### src/pss_pkg.sv
// Package for the port-4 serial pin select block.
// Holds register indices, reset values, pad and mode codes
// and the pad drive bundle. Assumes a 32-bit APB master.
package pss_pkg;

  // Register indices; the byte address is four times the index
  localparam logic [17:0] IDX_OUTPUT_DATA = 18'h0_f220;
  localparam logic [17:0] IDX_DIRECTION = 18'h0_f221;
  localparam logic [17:0] IDX_PAD_LOW = 18'h0_f222;
  localparam logic [17:0] IDX_PAD_HIGH = 18'h0_f223;
  localparam logic [17:0] IDX_FUNC_LOW = 18'h0_f224;
  localparam logic [17:0] IDX_FUNC_HIGH = 18'h0_f225;
  localparam logic [17:0] IDX_PIN_LEVEL = 18'h0_f226;

  // Slots of the register array, counted from the data register
  localparam logic [2:0] SLOT_OUTPUT_DATA = 3'h0;
  localparam logic [2:0] SLOT_DIRECTION = 3'h1;
  localparam logic [2:0] SLOT_PAD_LOW = 3'h2;
  localparam logic [2:0] SLOT_PAD_HIGH = 3'h3;
  localparam logic [2:0] SLOT_FUNC_LOW = 3'h4;
  localparam logic [2:0] SLOT_FUNC_HIGH = 3'h5;
  localparam logic [2:0] SLOT_PIN_LEVEL = 3'h6;
  localparam int NUM_SLOTS = 7;

  // Reset values
  localparam logic [7:0] RST_OUTPUT_DATA = 8'h00;
  localparam logic [7:0] RST_DIRECTION = 8'hff;
  localparam logic [7:0] RST_PAD_LOW = 8'h00;
  localparam logic [7:0] RST_PAD_HIGH = 8'h00;
  localparam logic [7:0] RST_FUNC_LOW = 8'h00;
  localparam logic [7:0] RST_FUNC_HIGH = 8'h00;

  // Pin positions of the serial function
  localparam int BIT_SER_OUT = 6;
  localparam int BIT_SER_CLK = 5;
  localparam int BIT_SER_IN = 4;

  // Pad codes {high bit, low bit}
  localparam logic [1:0] PAD_HIZ = 2'h0;
  localparam logic [1:0] PAD_OPEN_LOW = 2'h1;
  localparam logic [1:0] PAD_OPEN_HIGH = 2'h2;
  localparam logic [1:0] PAD_CMOS = 2'h3;

  // Function code {high bit, low bit} that selects the serial port
  localparam logic [1:0] FUNC_SERIAL = 2'h2;

  // Drive bundle for the eight port pins
  typedef struct packed {
    logic [7:0] level;
    logic [7:0] oe_n;
  } pss_pad_s;

endpackage : pss_pkg

### src/pss_pin_select.sv
// Port-4 pin multiplexer and pad control with serial function on 6..4.
// Assumes a 32-bit APB master on pclk and a serial engine on pclk;
// pad inputs are asynchronous and are synchronised here.
//
// Design decision made here: register access over APB.
`timescale 1ns/10ps

module pss_pin_select (
  // Clock and reset
  input wire logic pclk,
  input wire logic presetn,
  // APB slave
  input wire logic psel,
  input wire logic penable,
  input wire logic pwrite,
  input wire logic [19:0] paddr,
  input wire logic [31:0] pwdata,
  output logic [31:0] prdata,
  output logic pready,
  output logic pslverr,
  // Port pads
  input wire logic [7:0] pin_in,
  output pss_pkg::pss_pad_s pad_drive,
  // Serial engine
  input wire logic serial_data_out,
  input wire logic serial_clock_line_out,
  output logic serial_data_in,
  output logic serial_clock_line_in,
  output logic serial_clock_slave,
  output logic serial_pins_selected
);

  logic [7:0] regs_q [pss_pkg::NUM_SLOTS-1];
  logic [7:0] sync1_q;
  logic [7:0] sync2_q;
  logic [7:0] level_q;
  logic [7:0] oe_n_q;
  logic [31:0] prdata_q;
  logic pslverr_q;
  logic slave_q;
  logic selected_q;

  logic [17:0] word_idx;
  logic [17:0] slot_wide;
  logic [2:0] slot;
  logic hit;
  logic setup;
  logic wr_access;
  logic [7:0] read_byte;
  logic [7:0] ser_sel;
  logic [7:0] drive_val;

  // Address decode: one aligned word per register
  assign word_idx = paddr[19:2];
  assign slot_wide = word_idx - pss_pkg::IDX_OUTPUT_DATA;
  assign slot = slot_wide[2:0];
  assign hit = (paddr[1:0] == 2'h0) &&
               (word_idx >= pss_pkg::IDX_OUTPUT_DATA) &&
               (word_idx <= pss_pkg::IDX_PIN_LEVEL);
  assign setup = psel && !penable;
  // Zero wait states: the answer is ready in the access phase
  assign pready = penable;
  assign wr_access = psel && penable && pwrite && hit;
  assign prdata = prdata_q;
  assign pslverr = pslverr_q;

  always_comb begin
    if (slot == pss_pkg::SLOT_PIN_LEVEL) begin
      read_byte = sync2_q;
    end else begin
      read_byte = regs_q[slot];
    end
  end

  // Writable registers; the pin level slot is read only
  always_ff @(posedge pclk or negedge presetn) begin
    if (!presetn) begin
      regs_q[pss_pkg::SLOT_OUTPUT_DATA] <= pss_pkg::RST_OUTPUT_DATA;
      regs_q[pss_pkg::SLOT_DIRECTION] <= pss_pkg::RST_DIRECTION;
      regs_q[pss_pkg::SLOT_PAD_LOW] <= pss_pkg::RST_PAD_LOW;
      regs_q[pss_pkg::SLOT_PAD_HIGH] <= pss_pkg::RST_PAD_HIGH;
      regs_q[pss_pkg::SLOT_FUNC_LOW] <= pss_pkg::RST_FUNC_LOW;
      regs_q[pss_pkg::SLOT_FUNC_HIGH] <= pss_pkg::RST_FUNC_HIGH;
    end else if (wr_access && slot != pss_pkg::SLOT_PIN_LEVEL) begin
      regs_q[slot] <= pwdata[7:0];
    end
  end

  // Read data and error are taken in the setup cycle
  always_ff @(posedge pclk or negedge presetn) begin
    if (!presetn) begin
      prdata_q <= 32'h0000_0000;
      pslverr_q <= 1'b0;
    end else if (setup) begin
      prdata_q <= (hit && !pwrite) ? {24'h00_0000, read_byte}
                                   : 32'h0000_0000;
      pslverr_q <= !hit;
    end
  end

  // Two-flop synchroniser for the pad inputs
  always_ff @(posedge pclk or negedge presetn) begin
    if (!presetn) begin
      sync1_q <= 8'h00;
      sync2_q <= 8'h00;
    end else begin
      sync1_q <= pin_in;
      sync2_q <= sync1_q;
    end
  end

  // Serial inputs follow the pins whatever drives them, so a slave
  // clock is seen even while software is still setting direction.
  assign serial_data_in = sync2_q[pss_pkg::BIT_SER_IN];
  assign serial_clock_line_in = sync2_q[pss_pkg::BIT_SER_CLK];

  // Per-pin function select and drive value
  for (genvar i = 0; i < 8; i++) begin : g_pin
    if (i >= pss_pkg::BIT_SER_IN && i <= pss_pkg::BIT_SER_OUT) begin : g_ser
      // Same select code for master and slave
      assign ser_sel[i] = {regs_q[pss_pkg::SLOT_FUNC_HIGH][i],
                           regs_q[pss_pkg::SLOT_FUNC_LOW][i]}
                          == pss_pkg::FUNC_SERIAL;
    end else begin : g_plain
      assign ser_sel[i] = 1'b0;
    end

    always_comb begin
      if (!ser_sel[i]) begin
        drive_val[i] = regs_q[pss_pkg::SLOT_OUTPUT_DATA][i];
      end else if (i == pss_pkg::BIT_SER_OUT) begin
        drive_val[i] = serial_data_out;
      end else if (i == pss_pkg::BIT_SER_CLK) begin
        drive_val[i] = serial_clock_line_out;
      end else begin
        // Data-in pin has nothing to send; port data stays ignored
        drive_val[i] = 1'b0;
      end
    end

    // Pad stage registered so the pins never see decode glitches
    always_ff @(posedge pclk or negedge presetn) begin
      if (!presetn) begin
        level_q[i] <= 1'b0;
        oe_n_q[i] <= 1'b1;
      end else if (regs_q[pss_pkg::SLOT_DIRECTION][i]) begin
        level_q[i] <= 1'b0;
        oe_n_q[i] <= 1'b1;
      end else begin
        unique case ({regs_q[pss_pkg::SLOT_PAD_HIGH][i],
                      regs_q[pss_pkg::SLOT_PAD_LOW][i]})
          pss_pkg::PAD_CMOS: begin
            level_q[i] <= drive_val[i];
            oe_n_q[i] <= 1'b0;
          end
          pss_pkg::PAD_OPEN_LOW: begin
            level_q[i] <= 1'b0;
            oe_n_q[i] <= drive_val[i];
          end
          pss_pkg::PAD_OPEN_HIGH: begin
            level_q[i] <= 1'b1;
            oe_n_q[i] <= !drive_val[i];
          end
          pss_pkg::PAD_HIZ: begin
            level_q[i] <= 1'b0;
            oe_n_q[i] <= 1'b1;
          end
        endcase
      end
    end
  end

  assign pad_drive.level = level_q;
  assign pad_drive.oe_n = oe_n_q;

  // Status to the serial engine
  always_ff @(posedge pclk or negedge presetn) begin
    if (!presetn) begin
      slave_q <= 1'b0;
      selected_q <= 1'b0;
    end else begin
      slave_q <= ser_sel[pss_pkg::BIT_SER_CLK] &&
                 regs_q[pss_pkg::SLOT_DIRECTION][pss_pkg::BIT_SER_CLK];
      selected_q <= &ser_sel[pss_pkg::BIT_SER_OUT:pss_pkg::BIT_SER_IN];
    end
  end

  assign serial_clock_slave = slave_q;
  assign serial_pins_selected = selected_q;

  // Pad bits of input pins are left to software; no check is made.

  AST_SER_OUT_CMOS: assert property (
    @(posedge pclk) disable iff (!presetn)
    ser_sel[6] && !regs_q[1][6] && regs_q[3][6] && regs_q[2][6]
    |=> oe_n_q[6] == 1'b0 && level_q[6] == $past(serial_data_out))
    else $error("pin 6 does not carry serial data out");

  AST_MASTER_CLK: assert property (
    @(posedge pclk) disable iff (!presetn)
    ser_sel[5] && !regs_q[1][5] && regs_q[3][5] && regs_q[2][5]
    |=> !oe_n_q[5] && level_q[5] == $past(serial_clock_line_out)
        && !serial_clock_slave)
    else $error("pin 5 does not drive the serial clock");

  AST_MASTER_IN: assert property (
    @(posedge pclk) disable iff (!presetn)
    ser_sel[4] && regs_q[1][4] |=> oe_n_q[4])
    else $error("pin 4 driven while set as input");

  AST_SYNC_IN: assert property (
    @(posedge pclk) disable iff (!presetn)
    ##2 serial_data_in == $past(pin_in[4], 2))
    else $error("serial data in is not the pin two cycles back");

  AST_SLAVE_ONLY_OUT: assert property (
    @(posedge pclk) disable iff (!presetn)
    ser_sel[6] && ser_sel[5] && regs_q[1][5] && regs_q[1][4]
    && !regs_q[1][6] && regs_q[3][6] && regs_q[2][6]
    |=> !oe_n_q[6] && oe_n_q[5] && oe_n_q[4])
    else $error("slave pads are not out, in, in");

  AST_SLAVE_CLK: assert property (
    @(posedge pclk) disable iff (!presetn)
    $rose(ser_sel[5] && regs_q[1][5]) |-> ##1 serial_clock_slave
    ##1 serial_clock_line_in == $past(pin_in[5], 2))
    else $error("slave clock not taken from pin 5");

  AST_SAME_SELECT: assert property (
    @(posedge pclk) disable iff (!presetn)
    regs_q[5][6:4] == 3'h7 && regs_q[4][6:4] == 3'h0
    |=> serial_pins_selected)
    else $error("serial function not selected by its code");

  AST_DATA_IGNORED: assert property (
    @(posedge pclk) disable iff (!presetn)
    ser_sel[4] && !regs_q[1][4] && regs_q[3][4] && regs_q[2][4]
    |=> level_q[4] == 1'b0)
    else $error("port data reached the serial data-in pin");

  AST_PLAIN_BIT7: assert property (
    @(posedge pclk) disable iff (!presetn)
    !regs_q[1][7] && regs_q[3][7] && regs_q[2][7]
    |=> !oe_n_q[7] && level_q[7] == $past(regs_q[0][7]))
    else $error("bit 7 does not follow port data");

  AST_UNMAPPED: assert property (
    @(posedge pclk) disable iff (!presetn)
    setup && !hit |=> pslverr && pready)
    else $error("unmapped access not answered with error");

  AST_WRITE_LANDS: assert property (
    @(posedge pclk) disable iff (!presetn)
    wr_access && slot == 3'h1 |=> regs_q[1] == $past(pwdata[7:0]))
    else $error("direction write did not land");

  // Reset, direction, status, clock sync and data fallback
  AST_RESET_STATE: assert property (
    @(posedge pclk)
    !presetn |=> oe_n_q == 8'hff && level_q == 8'h00 && !pslverr_q
                 && !slave_q && !selected_q && prdata_q == 32'h0000_0000)
    else $error("pads or status not at reset value");

  AST_DIR_OFF: assert property (
    @(posedge pclk) disable iff (!presetn)
    1'b1 |=> (oe_n_q & $past(regs_q[1])) == $past(regs_q[1])
             && (level_q & $past(regs_q[1])) == 8'h00)
    else $error("pad driven although its direction is input");

  AST_SLAVE_IN_PADS: assert property (
    @(posedge pclk) disable iff (!presetn)
    ser_sel[5] && ser_sel[4] && regs_q[1][5] && regs_q[1][4]
    |=> serial_clock_slave && oe_n_q[5] && oe_n_q[4])
    else $error("slave clock and data pins not taken as inputs");

  AST_SYNC_CLK: assert property (
    @(posedge pclk) disable iff (!presetn)
    ##2 serial_clock_line_in == $past(pin_in[5], 2))
    else $error("serial clock in is not the pin two cycles back");

  AST_SER_SELECT: assert property (
    @(posedge pclk) disable iff (!presetn)
    serial_pins_selected |-> $past(&ser_sel[6:4]))
    else $error("serial pins flagged without their select code");

  AST_SELECT_OFF: assert property (
    @(posedge pclk) disable iff (!presetn)
    !(regs_q[5][6] && !regs_q[4][6]) |=> !serial_pins_selected)
    else $error("serial pins flagged under another function code");

  AST_FALLBACK_DATA: assert property (
    @(posedge pclk) disable iff (!presetn)
    !ser_sel[6] && !regs_q[1][6] && regs_q[3][6] && regs_q[2][6]
    |=> !oe_n_q[6] && level_q[6] == $past(regs_q[0][6]))
    else $error("pin 6 does not follow port data off the serial code");

  // Plain bits under each pad code
  AST_PLAIN_BIT3: assert property (
    @(posedge pclk) disable iff (!presetn)
    !regs_q[1][3] && regs_q[3][3] && regs_q[2][3]
    |=> !oe_n_q[3] && level_q[3] == $past(regs_q[0][3]))
    else $error("bit 3 does not follow port data");

  AST_OPEN_LOW: assert property (
    @(posedge pclk) disable iff (!presetn)
    !regs_q[1][3] && !regs_q[3][3] && regs_q[2][3]
    |=> !level_q[3] && oe_n_q[3] == $past(regs_q[0][3]))
    else $error("open-drain low pad does not follow port data");

  AST_OPEN_HIGH: assert property (
    @(posedge pclk) disable iff (!presetn)
    !regs_q[1][7] && regs_q[3][7] && !regs_q[2][7]
    |=> level_q[7] && oe_n_q[7] == !$past(regs_q[0][7]))
    else $error("open-drain high pad does not follow port data");

  AST_PAD_OFF: assert property (
    @(posedge pclk) disable iff (!presetn)
    !regs_q[1][0] && !regs_q[3][0] && !regs_q[2][0]
    |=> oe_n_q[0] && !level_q[0])
    else $error("pad driven although its pad code is off");

  // Bus answers
  AST_UNMAPPED_DATA: assert property (
    @(posedge pclk) disable iff (!presetn)
    setup && !hit |=> prdata == 32'h0000_0000)
    else $error("unmapped read returned data");

  AST_PIN_LEVEL_READ: assert property (
    @(posedge pclk) disable iff (!presetn)
    setup && hit && !pwrite && slot == 3'h6
    |=> prdata == {24'h00_0000, $past(sync2_q)})
    else $error("pin level read is not the synchronised pins");

  AST_DATA_LANDS: assert property (
    @(posedge pclk) disable iff (!presetn)
    wr_access && slot == 3'h0 |=> regs_q[0] == $past(pwdata[7:0]))
    else $error("output data write did not land");

endmodule : pss_pin_select

### config.mk
export PLATFORM = sky130hd
export DESIGN_NAME = pss_pin_select
export DESIGN_NICKNAME = d
export VERILOG_FILES = /design/src/pss_pkg.sv /design/src/pss_pin_select.sv
export SDC_FILE = /design/constraint.sdc
export NUM_CORES = 1
export LEC_CHECK = 0
export BUFFER_PORTS_ARGS = -buffer_cell sky130_fd_sc_hd__buf_2
export CAP_MARGIN = 40
export CORE_MARGIN = 2
export CORE_UTILIZATION = 47
export DETAILED_ROUTE_END_ITERATION = 12
export GPL_ROUTABILITY_DRIVEN = 0
export PLACE_DENSITY = 0.73
export SLEW_MARGIN = 20
export SYNTH_ARGS = -nofsm -noshare
export SYNTH_HDL_FRONTEND = slang
export SYNTH_SLANG_ARGS = --single-unit
### constraint.sdc
create_clock -name pclk -period 1.7 [get_ports pclk]
set_input_delay 0.51 -clock pclk [delete_from_list [all_inputs] [get_ports pclk]]
set_output_delay 0.51 -clock pclk [all_outputs]
set_load 0.01 [all_outputs]
* Yosys cells after proc, flatten, opt, wreduce, memory -nomap -nowiden *
Cells that the tools add are included.

word-level totals
  output and inout port bits = 54
  bits in latches = 0
  memories = 0
  memory bits (writable) = 0
  ROM bits = 0
  bits of input ports = 67
  register bits after elaboration = 115

operators by class
  div/mod/pow operators = 0
  add/subtract/negate cells = 1
  reduce and logical (&&, ||, !) cells = 39
  mux-type cells = 43
  equal/unequal tests = 29
  shift-type cells = 0
  multipliers = 0
  bitwise logic cells = 1
  magnitude comparators = 4

operators by type and width
  cell                                                                                 number
  48-bit bitwise mux                                                                   1
  8-bit 2-to-1 mux                                                                     5
  2-bit == test (second input constant)                                                19
  1-bit case mux with 4 select lines                                                   8
  8-bit binary-select mux with 3-bit select                                            1
  8-bit demux with 3-bit select                                                        1
  1-bit case mux with 3 select lines                                                   8
  1-bit 2-to-1 mux                                                                     19
  18-bit by 16-bit >= comparator with 1-bit output (second input constant)             1
  18-bit by 16-bit less-or-equal comparator with 1-bit output (second input constant)  1
  2-bit zero test                                                                      9
  2-bit by 1-bit == test with 1-bit output (second input constant)                     8
  2-bit OR reduction                                                                   8
  1-bit zero test                                                                      11
  1-bit logical AND                                                                    10
  4-bit >= comparator (second input constant)                                          1
  4-bit by 1-bit < comparator with 1-bit output (second input constant)                1
  3-bit inverter with 4-bit output                                                     1
  3-bit == test (second input constant)                                                1
  3-bit inequality test (second input constant)                                        1
  3-bit AND reduction                                                                  1
  3-bit by 1-bit subtractor with 3-bit output (second input constant)                  1

* Depth between registers and ports, before layout *
  depth after elaboration = 7
  depth in mapped cells = 7
  mapped depth without buffers = 4

* Worst setup path before layout *
Ideal clock, no wire load.

  path kind = input -> register
  from = in paddr[18]
  to = reg regs_q[0] (netlist bit)
  slack = -493 ps
  stages on the path = 5
  path buffers = 1
  data arrival time = 2067 ps
  cells stage by stage = nor3b_1 > nand4_4 > or4_4 > buf_6 > mux2_4

between the ends
  cells in the longest elaborated chain, start to end = 5
  elaborated cells on any way between the ends = 6

RTL lines
  item                                              RTL line              RTL
  start, declared                                   pss_pin_select.sv:16  input wire logic [19:0] paddr,
  18-bit by 16-bit >= comparator with 1-bit output  pss_pin_select.sv:58  (word_idx >= pss_pkg::IDX_OUTPUT_DATA) &&
  1-bit logical AND                                 pss_pin_select.sv:57  assign hit = (paddr[1:0] == 2'h0) &&
  1-bit logical AND (*)                             pss_pin_select.sv:58
  1-bit logical AND (*)                             pss_pin_select.sv:63  assign wr_access = psel && penable && pwrite && hit;
  1-bit logical AND (*)                             pss_pin_select.sv:84  end else if (wr_access && slot != pss_pkg::SLOT_PIN_LEVEL) begin
  end signal, assigned by index                     pss_pin_select.sv:82  regs_q[pss_pkg::SLOT_FUNC_LOW] <= pss_pkg::RST_FUNC_LOW;
  end signal, assigned by index                     pss_pin_select.sv:83  regs_q[pss_pkg::SLOT_FUNC_HIGH] <= pss_pkg::RST_FUNC_HIGH;
  end signal, assigned by index                     pss_pin_select.sv:85  regs_q[slot] <= pwdata[7:0];
  end, declared                                     pss_pin_select.sv:33  logic [7:0] regs_q [pss_pkg::NUM_SLOTS-1];

Mark *: on every way between the ends. The rest lies on a longest branch, timed or not.
A chain may end at the register's enable or synchronous reset.

* Final worst setup path *
  from = in paddr[13]
  to = reg regs_q[25] (netlist bit)

The elaborated chain is that of the path after synthesis.

==> summary.txt <==
critical-path cell list = buf_6 > nor4b_4 > nand4_4 > buf_6 > nor4_4 > buf_6 > mux2_4
failing checks = setup timing
most frequent CP cell = buf_6
Worst setup SP type = input port
Initial Util = 0.487
final setup fails = 43
vias in the first global route = 3002
most frequent cells in the layout = 75 x dfrtp_1, 66 x buf_2, 48 x mux2_4
die area = 9860 um2
Max Clock Freq = 0.552 GHz
WP buf/inv = 3
FF/Latch Area = 2300 um2
share of layout cells above drive strength 1 = 0.488
CP arrival = 2.05 ns
crit path max-delay cell type = nor4_4
H-Tree Depth = 3
diode count = 0
CP Launch Point = paddr[13]
Setup WS post-layout = -0.113 ns
Async SR Flop Fraction = 1.00
area of the multi-input gates = 1990 um2
initial antenna violation count = 0
status = finished with violations
Pwr per Cell Area = 713 nW/um2
sequential area share after synthesis = 0.538
Iter 0 DRT Violations = 174
HPWL after DPL = 6560 um
CP top delay family = simple AND/OR/NAND/NOR gates
DRC errors left = 0
Avg Cell Area, Syn = 12.7 um2
Seq cells post-synth = 91
Synth Instances = 337
PortBufs = 72
min Tclk post-route = 1.81 ns
Setup Skew = 0.0188 ns
Core Util, Final = 0.618
hold_buf cts = 0
first-pass GRT wire length = 15000 um
LEAKAGE = 2.64 nW
Fillers = 671
GRT Residual Overflow = 0
Final Hold Viols = 0
number of synthesis warnings = 0
WL/cell = 16.6 um
row cnt = 34
fin. max-slew vios = 0
vias per std cell = 5.33
Reg clk slew, reported paths = 0.09 ns
CP max FO = 4
via count = 2990
Synth Flop Type = dfrtp_1
clock sinks = 91
Post-synth EDFFs = 0
nets = 515
Max Cap Violations = 0
total power = 3.86 mW
remaining antenna violation count = 0
CTS buffer count = 9
Clock Path Buffers = 2
unrepaired setup endpoints after global routing = yes
CP max stage delay = 0.33 ns
Place WS = -0.546 ns
Clock Latency Late Sink = 0.36 ns
Worst path depth = 7
final wirelength = 9300 um
Peak VDD IR = 0.544 mV
DIE HEIGHT = 99.3 um
CTS tree = built
share of the synthesized area in the top cell type = 0.439
Reg2Reg Depth = 4
most common cell after layout, fill and taps aside = dfrtp_1
# IOs = 121
Die Span X = 99.3 um
Crit Path Category = input port to flop
CTS root buffer = clkbuf_8
Post-Syn Area = 4270 um2
CP Data Required Time = 1.94 ns
library cells used by synthesis = 47
biggest area consumer among synthesized cells = dfrtp_1
TritonRoute pass-1 iters = 4
Hold Path Class = input port to asynchronous set/reset pin
Final Cycle Share = 1.07
largest net degree at the start of global routing = 31
Critical Path End Type = flop
total core area = 8760 um2
Area growth, synth to finish = 26.8%
Hold WS = 0.0284 ns
GRT Util Overall = 0.196
reg2reg start = regs_q[29]
top cells by area, synth = dfrtp_1 44%, mux2_2 11%, dfstp_2 9.8%
[cell type report]
class	count	share of cell area
Tap cell	108	0.0249
Clock inverter	4	0.00508
Clock buffer	12	0.0268
Sequential cell	91	0.424
Inverter	7	0.00485
Multi-Input combinational cell	223	0.368
Timing Repair Buffer	116	0.146
[final timing paths]
kind,slack (ns),end
setup reg to reg,0.23,prdata[5]
hold / removal,0.03,sync2_q[3]
max in group asynchronous,1.09,pad_drive[4]
min in group pclk,0.25,sync1_q[3]
hold reg to reg,0.35,sync2_q[0]
setup / recovery,-0.11,regs_q[25]
[state kept, by name (all words and copies together) (netlist names)]
name,cells
regs_q,43
serial_pins_selected,1
sync2_q,8
pad_drive,16
drive_val,5
sync1_q,8
prdata,8
pslverr,1
serial_clock_slave,1
[metrics by stage]
stage	area [um2]	TNS [ns]	std cells
3_3_place_gp	5010	-24.94	540
6_report	5420	-2.48	561
3_5_place_dp	5010	-27.16	540
5_1_grt	5420	-5.78	561
2_1_floorplan	4460	-19.72	360
4_1_cts	5250	-3.30	557
[cell families after synthesis]
kind of cell           share of synthesized area
buffers and inverters                     0.0653
muxes                                      0.171
AOI/OAI and AO/OA                         0.0838
DFF                                        0.538
other                                   0.000878
and+or+nand+nor                            0.141
[power by group]
group	switching [mW]	internal, mW	leakage (nW)
Combinational	0.199	0.136	1.38
Sequential	0.00579	2.18	1.17
Clock	0.763	0.574	0.0903
[timing repair]
action,CTS,global route
setup buffers,1,4
endpoints found under the setup margin,54,50
resized for setup,14,34
pin swaps,6,9
[Yosys cell counts (2+ instances only)]
cell type  count
dfstp_2       16
a22o_1         2
nor2_1         8
a2111oi_0      2
mux2_2        41
mux2i_1       15
buf_4         26
a21boi_0       3
nor3_2         2
clkbuf_1      11
mux2_4         8
nand2b_1       8
o21bai_1       3
o21ai_0        8
nand2_1       10
nor3_1         3
nor3b_1        8
and2_1         6
nand3_1        3
inv_1          7
a21oi_1       14
nor2b_1       13
nand4_4        2
a222oi_1       6
dfrtp_1       75
o221ai_1       2
nor4b_1        2
or2_2          7
a22oi_1        5
nor4_4         4
[routing by layer]
metal / vias up / global-route usage / share of wire
li1: 1379 / - / -
met1: 1491 / 0.274 / 0.45
met2: 107 / 0.306 / 0.47
met3: 13 / 0.0450 / 0.062
met4: 0 / 0.0632 / 0.015
met5: - / 0 / 0
Note: power is estimated with default switching activity, not from simulation.
